<file path="src/core/smc_pkg.sv">
// constants for the serial management host controller
package smc_pkg;

  // system clock and the fastest management clock the device accepts
  localparam int SYS_CLK_MHZ      = 100;
  localparam int MGMT_CLK_MAX_MHZ = 25;
  // a bit must last at least one full management clock period
  localparam int BIT_CYCLES =
    (SYS_CLK_MHZ + MGMT_CLK_MAX_MHZ - 1) / MGMT_CLK_MAX_MHZ;
  localparam int HALF_CYCLES = BIT_CYCLES / 2;
  localparam logic [1:0] PH_LAST = 2'(BIT_CYCLES - 1);
  localparam logic [1:0] PH_HIGH = 2'(HALF_CYCLES);

  // frame layout: preamble, then 48 bits from start pattern to data end
  localparam logic [5:0] PRE_LAST   = 6'd34;
  localparam logic [5:0] FRAME_LAST = 6'd47;
  localparam logic [5:0] TA_IDX     = 6'd14;
  localparam logic [5:0] DATA_IDX   = 6'd16;
  localparam logic [1:0] START_PAT  = 2'b01;
  localparam logic [1:0] OP_READ    = 2'b10;
  localparam logic [1:0] OP_WRITE   = 2'b01;
  localparam logic [1:0] UNUSED_PAT = 2'b00;
  localparam logic [1:0] TA_WRITE   = 2'b10;
  localparam logic [1:0] TA_READ    = 2'b11;

  // registers of the device behind the link (6-bit register addresses)
  localparam logic [5:0] DEV_IRQ_STATUS = 6'h10;
  localparam logic [5:0] DEV_IRQ_MASK   = 6'h11;
  localparam logic [5:0] DEV_INDIRECT   = 6'h13;

  // controller registers, byte addresses on the bus
  localparam logic [7:0] REG_CMD      = 8'h00;
  localparam logic [7:0] REG_WDATA    = 8'h04;
  localparam logic [7:0] REG_RDATA    = 8'h08;
  localparam logic [7:0] REG_STATUS   = 8'h0c;
  localparam logic [7:0] REG_IRQ_STAT = 8'h10;
  localparam logic [7:0] REG_IRQ_MASK = 8'h14;

  // command register fields
  localparam int CMD_START  = 0;
  localparam int CMD_READ   = 1;
  localparam int CMD_PRE    = 2;
  localparam int CMD_ID_LO  = 4;
  localparam int CMD_ADR_LO = 8;
  localparam logic [31:0] CMD_STORE_MASK = 32'h0000_3f36;

  // status register fields
  localparam int ST_BUSY = 0;
  localparam int ST_INIT = 1;

  // interrupt status / mask fields
  localparam int IRQ_DONE   = 0;
  localparam int IRQ_REFUSE = 1;
  localparam int IRQ_DEV    = 2;
  localparam logic [2:0] IRQ_RESET = 3'h0;

endpackage : smc_pkg

</file>
<file path="src/core/smc_sync2.sv">
// two flip-flop synchroniser for levels from outside the clock domain
`timescale 1ns/1ps
module smc_sync2 #(
  parameter int WIDTH = 1
) (
  input  wire logic             clk,
  input  wire logic             rst_n,
  input  wire logic [WIDTH-1:0] async_in,
  output logic      [WIDTH-1:0] sync_out
);
  logic [WIDTH-1:0] meta_q;

  always_ff @(posedge clk or negedge rst_n) begin
    if (!rst_n) begin
      meta_q   <= '0;
      sync_out <= '0;
    end else begin
      meta_q   <= async_in;
      sync_out <= meta_q;
    end
  end
endmodule : smc_sync2

</file>
<file path="src/core/smc_bit_timer.sv">
// bit-phase divider that also makes the management clock
`timescale 1ns/1ps
module smc_bit_timer
  import smc_pkg::*;
(
  input  wire logic       clk,
  input  wire logic       rst_n,
  output logic      [1:0] phase_q,
  output logic            mgmt_clk_q
);
  logic [1:0] phase_d;

  always_comb begin
    phase_d = (phase_q == PH_LAST) ? 2'h0 : phase_q + 2'h1;
  end

  // low in the first half of each bit, high in the second
  always_ff @(posedge clk or negedge rst_n) begin
    if (!rst_n) begin
      phase_q    <= 2'h0;
      mgmt_clk_q <= 1'b0;
    end else begin
      phase_q    <= phase_d;
      mgmt_clk_q <= (phase_d >= PH_HIGH);
    end
  end
endmodule : smc_bit_timer

</file>
<file path="src/core/smc_host_top.sv">
// serial management host: bus registers, frame engine and interrupt
//
// Our own choice: the Wishbone slave port.
`timescale 1ns/1ps
// Behaviour
// link is one clock we drive plus one shared two-way data line
// management clock never faster than 25 MHz
// first frame after reset is always preceded by a preamble
// preamble is 35 consecutive ones, one clock per bit
// every frame opens with start pattern 01
// opcode 10 reads, 01 writes
// ten address bits follow, most significant first
// address is 2-bit select id, 00, then 6-bit register
// turnaround: released on reads, 10 driven on writes
// 32 data bits: device drives on reads, we drive on writes
// after the first preamble, frames may omit it
// at least one idle bit with line high between frames
// device acts only on matching select id, else stays off the line
// indirect word read: write address and command to 13, read back
// device interrupt follows its status and mask registers 10 and 11
// indirect word write: address and data through register 13
// device samples on rising edge; read bits valid by next rise
// device waits for a new start after 32nd data bit or mismatch
module smc_host_top
  import smc_pkg::*;
(
  input  wire logic        clk,
  input  wire logic        reset_n,
  input  wire logic        wb_cyc,
  input  wire logic        wb_stb,
  input  wire logic        wb_we,
  input  wire logic [7:0]  wb_adr,
  input  wire logic [3:0]  wb_sel,
  input  wire logic [31:0] wb_dat_wr,
  output logic      [31:0] wb_dat_rd,
  output logic             wb_ack,
  output logic             serial_mgmt_clock,
  input  wire logic        mgmt_data_in,
  output logic             mgmt_data_out,
  output logic             mgmt_data_oe,
  input  wire logic        dev_irq_n,
  output logic             irq
);
  typedef enum logic [1:0] {SMC_IDLE, SMC_PRE, SMC_FRAME, SMC_GAP} smc_state_e;

  smc_state_e  state_q;
  logic        rst_meta_q;
  logic        rst_n;
  logic [1:0]  phase;
  logic        bit_end;
  logic [1:0]  sync_out;
  logic        data_sync;
  logic        dev_irq_sync;
  logic        dev_irq_prev_q;
  logic [31:0] cmd_q;
  logic [31:0] wdata_q;
  logic [31:0] rdata_q;
  logic [47:0] shift_q;
  logic [5:0]  cnt_q;
  logic        go_q;
  logic        init_done_q;
  logic        cur_read_q;
  logic [2:0]  irq_stat_q;
  logic [2:0]  irq_mask_q;
  logic        bus_req;
  logic        bus_wr;
  logic [31:0] cmd_merged;
  logic        start_req;
  logic        busy;
  logic        frame_done;
  logic [2:0]  irq_set;
  logic [2:0]  irq_clr;
  logic [2:0]  irq_stat_d;
  logic [47:0] frame_word;

  function automatic logic [31:0] sel_merge(input logic [31:0] old_v,
                                            input logic [31:0] new_v,
                                            input logic [3:0]  sel);
    logic [31:0] r;
    r = old_v;
    for (int i = 0; i < 4; i++) begin
      if (sel[i]) begin
        r[i*8 +: 8] = new_v[i*8 +: 8];
      end
    end
    return r;
  endfunction : sel_merge

  // reset release through two flops
  always_ff @(posedge clk or negedge reset_n) begin
    if (!reset_n) begin
      rst_meta_q <= 1'b0;
      rst_n      <= 1'b0;
    end else begin
      rst_meta_q <= 1'b1;
      rst_n      <= rst_meta_q;
    end
  end

  smc_bit_timer u_timer (
    .clk        (clk),
    .rst_n      (rst_n),
    .phase_q    (phase),
    .mgmt_clk_q (serial_mgmt_clock)
  );

  smc_sync2 #(.WIDTH(2)) u_sync (
    .clk      (clk),
    .rst_n    (rst_n),
    .async_in ({~dev_irq_n, mgmt_data_in}),
    .sync_out (sync_out)
  );

  assign data_sync    = sync_out[0];
  assign dev_irq_sync = sync_out[1];
  // last cycle of a bit: data sampled here was seen before the rising edge
  assign bit_end      = (phase == PH_LAST);
  assign busy         = go_q || (state_q != SMC_IDLE);

  // ---------------- bus slave ----------------
  assign bus_req    = wb_cyc && wb_stb && !wb_ack;
  assign bus_wr     = bus_req && wb_we;
  assign cmd_merged = sel_merge(cmd_q, wb_dat_wr, wb_sel);
  assign start_req  = bus_wr && (wb_adr == REG_CMD) && cmd_merged[CMD_START];

  always_ff @(posedge clk or negedge rst_n) begin
    if (!rst_n) begin
      wb_ack    <= 1'b0;
      wb_dat_rd <= 32'h0;
    end else begin
      wb_ack <= bus_req;
      if (bus_req && !wb_we) begin
        unique case (wb_adr)
          REG_CMD:      wb_dat_rd <= cmd_q;
          REG_WDATA:    wb_dat_rd <= wdata_q;
          REG_RDATA:    wb_dat_rd <= rdata_q;
          REG_STATUS:   wb_dat_rd <= {30'h0, init_done_q, busy};
          REG_IRQ_STAT: wb_dat_rd <= {29'h0, irq_stat_q};
          REG_IRQ_MASK: wb_dat_rd <= {29'h0, irq_mask_q};
          default:      wb_dat_rd <= 32'h0;
        endcase
      end
    end
  end

  // command and write data are frozen while a frame runs
  always_ff @(posedge clk or negedge rst_n) begin
    if (!rst_n) begin
      cmd_q   <= 32'h0;
      wdata_q <= 32'h0;
    end else if (bus_wr && !busy) begin
      if (wb_adr == REG_CMD) begin
        cmd_q <= cmd_merged & CMD_STORE_MASK;
      end
      if (wb_adr == REG_WDATA) begin
        wdata_q <= sel_merge(wdata_q, wb_dat_wr, wb_sel);
      end
    end
  end

  always_ff @(posedge clk or negedge rst_n) begin
    if (!rst_n) begin
      irq_mask_q <= IRQ_RESET;
    end else if (bus_wr && wb_adr == REG_IRQ_MASK && wb_sel[0]) begin
      irq_mask_q <= wb_dat_wr[2:0];
    end
  end

  // ---------------- frame engine ----------------
  // start, opcode, select id, unused, register address, turnaround, data
  always_comb begin
    frame_word = {START_PAT,
                  cmd_q[CMD_READ] ? OP_READ : OP_WRITE,
                  cmd_q[CMD_ID_LO +: 2], UNUSED_PAT,
                  cmd_q[CMD_ADR_LO +: 6],
                  cmd_q[CMD_READ] ? TA_READ : TA_WRITE,
                  wdata_q};
  end

  always_ff @(posedge clk or negedge rst_n) begin
    if (!rst_n) begin
      go_q <= 1'b0;
    end else if (start_req && !busy) begin
      go_q <= 1'b1;
    end else if (state_q == SMC_IDLE && bit_end) begin
      go_q <= 1'b0;
    end
  end

  assign frame_done = (state_q == SMC_FRAME) && bit_end &&
                      (cnt_q == FRAME_LAST);

  always_ff @(posedge clk or negedge rst_n) begin
    if (!rst_n) begin
      state_q       <= SMC_IDLE;
      cnt_q         <= 6'h0;
      shift_q       <= 48'h0;
      cur_read_q    <= 1'b0;
      mgmt_data_out <= 1'b1;
      mgmt_data_oe  <= 1'b0;
    end else if (bit_end) begin
      unique case (state_q)
        SMC_IDLE: begin
          if (go_q) begin
            cur_read_q <= cmd_q[CMD_READ];
            cnt_q      <= 6'h0;
            if (cmd_q[CMD_PRE] || !init_done_q) begin
              state_q       <= SMC_PRE;
              mgmt_data_out <= 1'b1;
              mgmt_data_oe  <= 1'b1;
            end else begin
              state_q       <= SMC_FRAME;
              shift_q       <= {frame_word[46:0], 1'b0};
              mgmt_data_out <= frame_word[47];
              mgmt_data_oe  <= 1'b1;
            end
          end
        end
        SMC_PRE: begin
          if (cnt_q == PRE_LAST) begin
            state_q       <= SMC_FRAME;
            cnt_q         <= 6'h0;
            shift_q       <= {frame_word[46:0], 1'b0};
            mgmt_data_out <= frame_word[47];
          end else begin
            cnt_q <= cnt_q + 6'h1;
          end
        end
        SMC_FRAME: begin
          if (cnt_q == FRAME_LAST) begin
            state_q       <= SMC_GAP;
            mgmt_data_out <= 1'b1;
            mgmt_data_oe  <= 1'b0;
          end else begin
            cnt_q         <= cnt_q + 6'h1;
            shift_q       <= {shift_q[46:0], 1'b0};
            mgmt_data_out <= shift_q[47];
            // release the line for turnaround and data of a read
            mgmt_data_oe  <= !(cur_read_q &&
                               (cnt_q + 6'h1) >= TA_IDX);
          end
        end
        SMC_GAP: begin
          state_q <= SMC_IDLE;
        end
      endcase
    end
  end

  always_ff @(posedge clk or negedge rst_n) begin
    if (!rst_n) begin
      init_done_q <= 1'b0;
    end else if (state_q == SMC_PRE && bit_end && cnt_q == PRE_LAST) begin
      init_done_q <= 1'b1;
    end
  end

  // read data shifted in msb first; indirect words land in bits 15:0
  always_ff @(posedge clk or negedge rst_n) begin
    if (!rst_n) begin
      rdata_q <= 32'h0;
    end else if (state_q == SMC_FRAME && bit_end && cur_read_q &&
                 cnt_q >= DATA_IDX) begin
      rdata_q <= {rdata_q[30:0], data_sync};
    end
  end

  // ---------------- interrupts ----------------
  always_ff @(posedge clk or negedge rst_n) begin
    if (!rst_n) begin
      dev_irq_prev_q <= 1'b0;
    end else begin
      dev_irq_prev_q <= dev_irq_sync;
    end
  end

  always_comb begin
    irq_set             = 3'h0;
    irq_set[IRQ_DONE]   = frame_done;
    irq_set[IRQ_REFUSE] = start_req && busy;
    irq_set[IRQ_DEV]    = dev_irq_sync && !dev_irq_prev_q;
    irq_clr = (bus_wr && wb_adr == REG_IRQ_STAT && wb_sel[0]) ?
              wb_dat_wr[2:0] : 3'h0;
    irq_stat_d = (irq_stat_q & ~irq_clr) | irq_set;  // set wins over clear
  end

  always_ff @(posedge clk or negedge rst_n) begin
    if (!rst_n) begin
      irq_stat_q <= IRQ_RESET;
      irq       <= 1'b0;
    end else begin
      irq_stat_q <= irq_stat_d;
      irq        <= |(irq_stat_d & irq_mask_q);
    end
  end
endmodule : smc_host_top

</file>
<file path="config.mk">
export PLATFORM = sky130hd
export DESIGN_NAME = smc_host_top
export DESIGN_NICKNAME = d
export VERILOG_FILES = /design/src/core/smc_pkg.sv /design/src/core/smc_sync2.sv /design/src/core/smc_bit_timer.sv /design/src/core/smc_host_top.sv
export SDC_FILE = /design/constraint.sdc
export NUM_CORES = 1
export LEC_CHECK = 0
export ABC_CLOCK_PERIOD_IN_PS = 7100
export BUFFER_PORTS_ARGS = -buffer_cell sky130_fd_sc_hd__buf_4
export CAP_MARGIN = 20
export CELL_PAD_IN_SITES_DETAIL_PLACEMENT = 1
export CELL_PAD_IN_SITES_GLOBAL_PLACEMENT = 1
export CORE_MARGIN = 2
export CORE_UTILIZATION = 48
export CTS_BUF_LIST = sky130_fd_sc_hd__clkbuf_16
export DETAILED_ROUTE_END_ITERATION = 7
export GPL_TIMING_DRIVEN = 0
export MAX_ROUTING_LAYER = met4
export PLACE_DENSITY_LB_ADDON = 0.1
export SYNTH_ARGS = -nofsm -noshare
export SYNTH_HDL_FRONTEND = slang
export SYNTH_SLANG_ARGS = --single-unit
</file>
<file path="constraint.sdc">
create_clock -name clk -period 7.1 [get_ports clk]
set_input_delay 0.71 -clock clk [delete_from_list [all_inputs] [get_ports clk]]
set_output_delay 0.71 -clock clk [all_outputs]
set_load 0.1 [all_outputs]
</file>
==> results.py <==
metrics = {
    "run_status": {
        "outcome": "finished clean",
    },
    "global_routing": {
        "via_count_of_the_first_global_routing_pass": 6157,
        "gr-total-overflow": 0,
        "largest_net_degree_at_the_start_of_global_routing": 72,
        "grt_use_total_pct": 24.4,
        "grt_first_pass_wirelength_um": 33400,
        "antenna_found_initial": 0,
    },
    "floorplanning": {
        "core_area_um2": 17100,
        "die_height_um": 136,
        "starting_density_of_the_core_pct": 48.7,
        "placement_rows": 48,
        "pin_count": 88,
        "die_area_um2": 18400,
        "die_w_um": 136,
    },
    "worst_setup_path": {
        "setup.worst_path.class": "flip-flop to flip-flop",
        "timing.critical_path.slowest_cell_delay_ns": 0.50,
        "critical_path_required_ns": 7.41,
        "critical_path.top_delay_family": "buffers and inverters",
        "ff2ff_setup_slack_ns": 4.28,
        "r2r.worst_path.cells": 8,
        "crit_arrival_ns": 3.13,
        "r2r_start": "state_q[0]$_DFFE_PN0P_",
        "crit_path_cell_trace": "inv_1 -> ha_1 -> nor2b_1 -> nor3_1 -> o2111ai_1 -> buf_2 -> buf_2 -> mux2_2",
        "cp.buffers_inverters": 3,
        "slowest_stage": "sky130_fd_sc_hd__nor2b_1",
        "crit_path_start_kind": "flip-flop",
        "worst_setup_path_end_kind": "flip-flop",
        "critical_path.max_fanout": 10,
        "timing.rr.end": "shift_q[35]$_DFFE_PN0P_",
        "worst_path_most_repeated_cell": "sky130_fd_sc_hd__buf_2",
    },
    "pwr": {
        "switching_power_uw": 473,
        "share_seq_of_total_power_pct": 51.0,
        "clk_network_pwr_share_pct": 45.4,
        "vdd_drop_max_uv": 177,
        "power_switching_share_pct": 22.9,
        "p_int_mw": 1.59,
        "combinationalPowerShare_pct": 3.7,
        "total_leakage_power_nw": 4.84,
        "pwr_density_cell_nw_per_um2": 209,
    },
    "yosys": {
        "ys_seq_area_share_pct": 54.9,
        "synth_enable_flop_cells": 0,
        "synthFlopType": "sky130_fd_sc_hd__dfrtp_1",
        "synth_nets": 718,
        "synth-async-reset-ratio_pct": 100,
        "postSynthCellCount": 659,
        "yosys.cell_types.count": 58,
        "netlist_area_um2": 8340,
        "postSynthAreaPerCell_um2": 12.7,
        "ys_seq_elements": 183,
        "synth_warnings": 0,
    },
    "place": {
        "gpl.final_weighted_congestion": 0.782,
        "port_buffers": 86,
        "post-dp-hpwl_um": 14600,
    },
    "sta": {
        "final.min_clock_period_ns": 2.82,
        "timing.final.max_slew_violations": 0,
        "measured_slew_at_the_worst_slew_check_pin_ns": 0.930,
        "timing_hold_violations_final": 0,
        "max_freq_ghz": 0.355,
        "timing.final.setup_violations": 0,
        "tns_ns": 0,
        "min_period_over_period_pct": 39.7,
        "unrepaired_setup_endpoints_after_global_routing": "false",
        "slew_headroom_pct": 38.0,
        "finalClockSkew_ns": 0.00905,
    },
    "final_layout": {
        "post-route-util_pct": 57.9,
        "drive_gt1_share_pct": 39.2,
        "insertedDiodeCount": 0,
        "synthToLayoutAreaGrowth_pct": 18.7,
        "mostFrequentLayoutCell": "sky130_fd_sc_hd__dfrtp_1",
        "layout_common_cells": "181 x sky130_fd_sc_hd__dfrtp_1, 162 x sky130_fd_sc_hd__mux2_2, 86 x sky130_fd_sc_hd__buf_4, 50 x sky130_fd_sc_hd__nand2_1, 41 x sky130_fd_sc_hd__o21ai_0",
        "nNetsFinal": 825,
    },
    "clock_tree": {
        "ctsHtreeMaxLevel": 4,
        "postCtsHoldBufs": 0,
        "cts_made_buffers": 17,
        "cts.repair_timing.setup_buffer_count": 0,
        "cts.path.max_buffers": 2,
        "tritoncts_clock_tree": "built",
        "ctsRootBufferMaster": "sky130_fd_sc_hd__clkbuf_16",
        "clkTransAtPathRegs_ns": 0.07,
        "cts_repair_resize_count": 0,
        "cts.sinks": 183,
        "clock_insertion_delay_worst_skew_ns": 0.43,
    },
    "routing": {
        "routed-via-count": 5677,
        "post_drt_via_cell_ratio": 5.65,
        "dr_wl_cell_um": 20.4,
        "detail-route-antenna-nets": 0,
        "drt_wl_total_um": 20500,
        "drc": 0,
        "detail_route.first_pass.iterations": 4,
        "drt-initial-drc-count": 243,
    },
    "flow_run": {
        "max_cap_violations": 0,
    },
    "hold_path": {
        "worst_hold_path_type": "input pin to asynchronous set/reset pin",
    },
}
==> metal layers <==
metal | GRT usage [%] | vias up | routed length (µm)
li1 | - | 2602 | -
met2 | 39.9 | 108 | 10300
met1 | 31.7 | 2948 | 9170
met3 | 3.84 | 19 | 693
met4 | 7.41 | 0 | 288
met5 | - | - | 0
==> cells in the mapped netlist (all sizes together), types with 2 or more instances <==
cell type | instances | area (µm²)
clkbuf | 26 | 97.6
nand2 | 50 | 188
a31o | 2 | 17.5
o2111ai | 3 | 26.3
o21ai | 42 | 214
a21boi | 2 | 15.0
o21a | 4 | 30.0
nand3 | 11 | 118
mux2i | 17 | 170
nand4 | 3 | 18.8
ha | 8 | 100
buf | 9 | 48.8
and3b | 2 | 17.5
mux2 | 163 | 1840
o2bb2ai | 2 | 17.5
o31ai | 5 | 37.5
or3b | 2 | 17.5
nor2b | 9 | 56.3
a31oi | 3 | 18.8
a22oi | 21 | 158
nor3 | 4 | 20.0
a21oi | 13 | 65.1
a2111oi | 3 | 26.3
nor4 | 5 | 46.3
inv | 13 | 48.8
nand3b | 2 | 15.0
a21o | 2 | 15.0
nand2b | 6 | 37.5
o211ai | 2 | 15.0
or2 | 3 | 18.8
nor2 | 20 | 75.1
dfrtp | 182 | 4550
==> power groups by stage <==
stage / sequential (mW) / clock, mW / combinational, mW
2_1_floorplan: 1.08 / 0 / 0.0205
3_3_place_gp: 1.09 / 0 / 0.0580
3_5_place_dp: 1.07 / 0 / 0.0764
4_1_cts: 1.05 / 0.960 / 0.0768
5_1_grt: 1.05 / 0.994 / 0.0829
6_report: 1.05 / 0.939 / 0.0756
==> worst register-to-register path: cells and delay by family, from the launching register on <==
kind	cells	cell delay [ns]
buffers and inverters	3	0.76
and+or+nand+nor	2	0.69
DFF	1	0.41
muxes	1	0.39
adders and majority gates	1	0.31
AOI/OAI and AO/OA	1	0.14
==> layout make-up <==
class                   instances  area, µm²
inverters                      13       48.8
multi-input cells             428       3560
well taps                     225        282
flip-flops and latches        183       4580
repair buffers                 88        701
clock buffers                  17        425
clock inverters                15        151
plain buffers                  35        146
fillers                      1758       7210
==> flip-flops by register name (all words and copies together) (netlist names), 3 cells and up <==
signal,count
shift_q,47
wdata_q,32
irq_mask_q,3
irq_stat_q,3
cnt_q,6
rdata_q,32
wb_dat_rd,32
cmd_q,10
==> worst max-delay path by stage <==
stage / from / to / slack, ns / cells past startpoint
2_1_floorplan: rst_n$_DFF_PN0_ / cmd_q[10]$_DFFE_PN0P_ / 1.62 / 0
3_3_place_gp: rst_n$_DFF_PN0_ / wb_dat_rd[25]$_DFFE_PN0P_ / -0.28 / 0
3_5_place_dp: wb_adr[7] / cmd_q[4]$_DFFE_PN0P_ / 4.08 / 6
4_1_cts: state_q[0]$_DFFE_PN0P_ / shift_q[35]$_DFFE_PN0P_ / 4.26 / 8
5_1_grt: state_q[0]$_DFFE_PN0P_ / shift_q[30]$_DFFE_PN0P_ / 4.02 / 8
6_report: state_q[0]$_DFFE_PN0P_ / shift_q[35]$_DFFE_PN0P_ / 4.28 / 8
==> metrics by stage <==
stage	std cells	total power [mW]	setup WS (ns)	hold WS, ns	instance area (µm²)
final	1004	2.07	4.28	0.0413	9900
after floorplan	659	1.11	1.62	0.331	8340
after detailed placement	972	1.15	4.08	0.338	9330
after global placement	970	1.14	-0.281	0.341	9270
after CTS	1004	2.09	4.26	0.0255	9900
after global routing	1004	2.13	4.02	0.0285	9900
==> cell families (layout without fill, tap and decap cells) <==
group                    after synthesis  count (layout)  synth area share [%]
multiplexers                         181             181                  24.3
AO/OA/AOI/OAI                        111             111                  8.58
AND/OR/NAND/NOR                      127             127                  8.58
flip-flops                           183             183                  54.9
buffers and inverters                 48             168                  2.34
adder cells (fa/ha/maj)                8               8                  1.20
other                                  1               1                0.0450
Power figures use the tool's default switching activity.
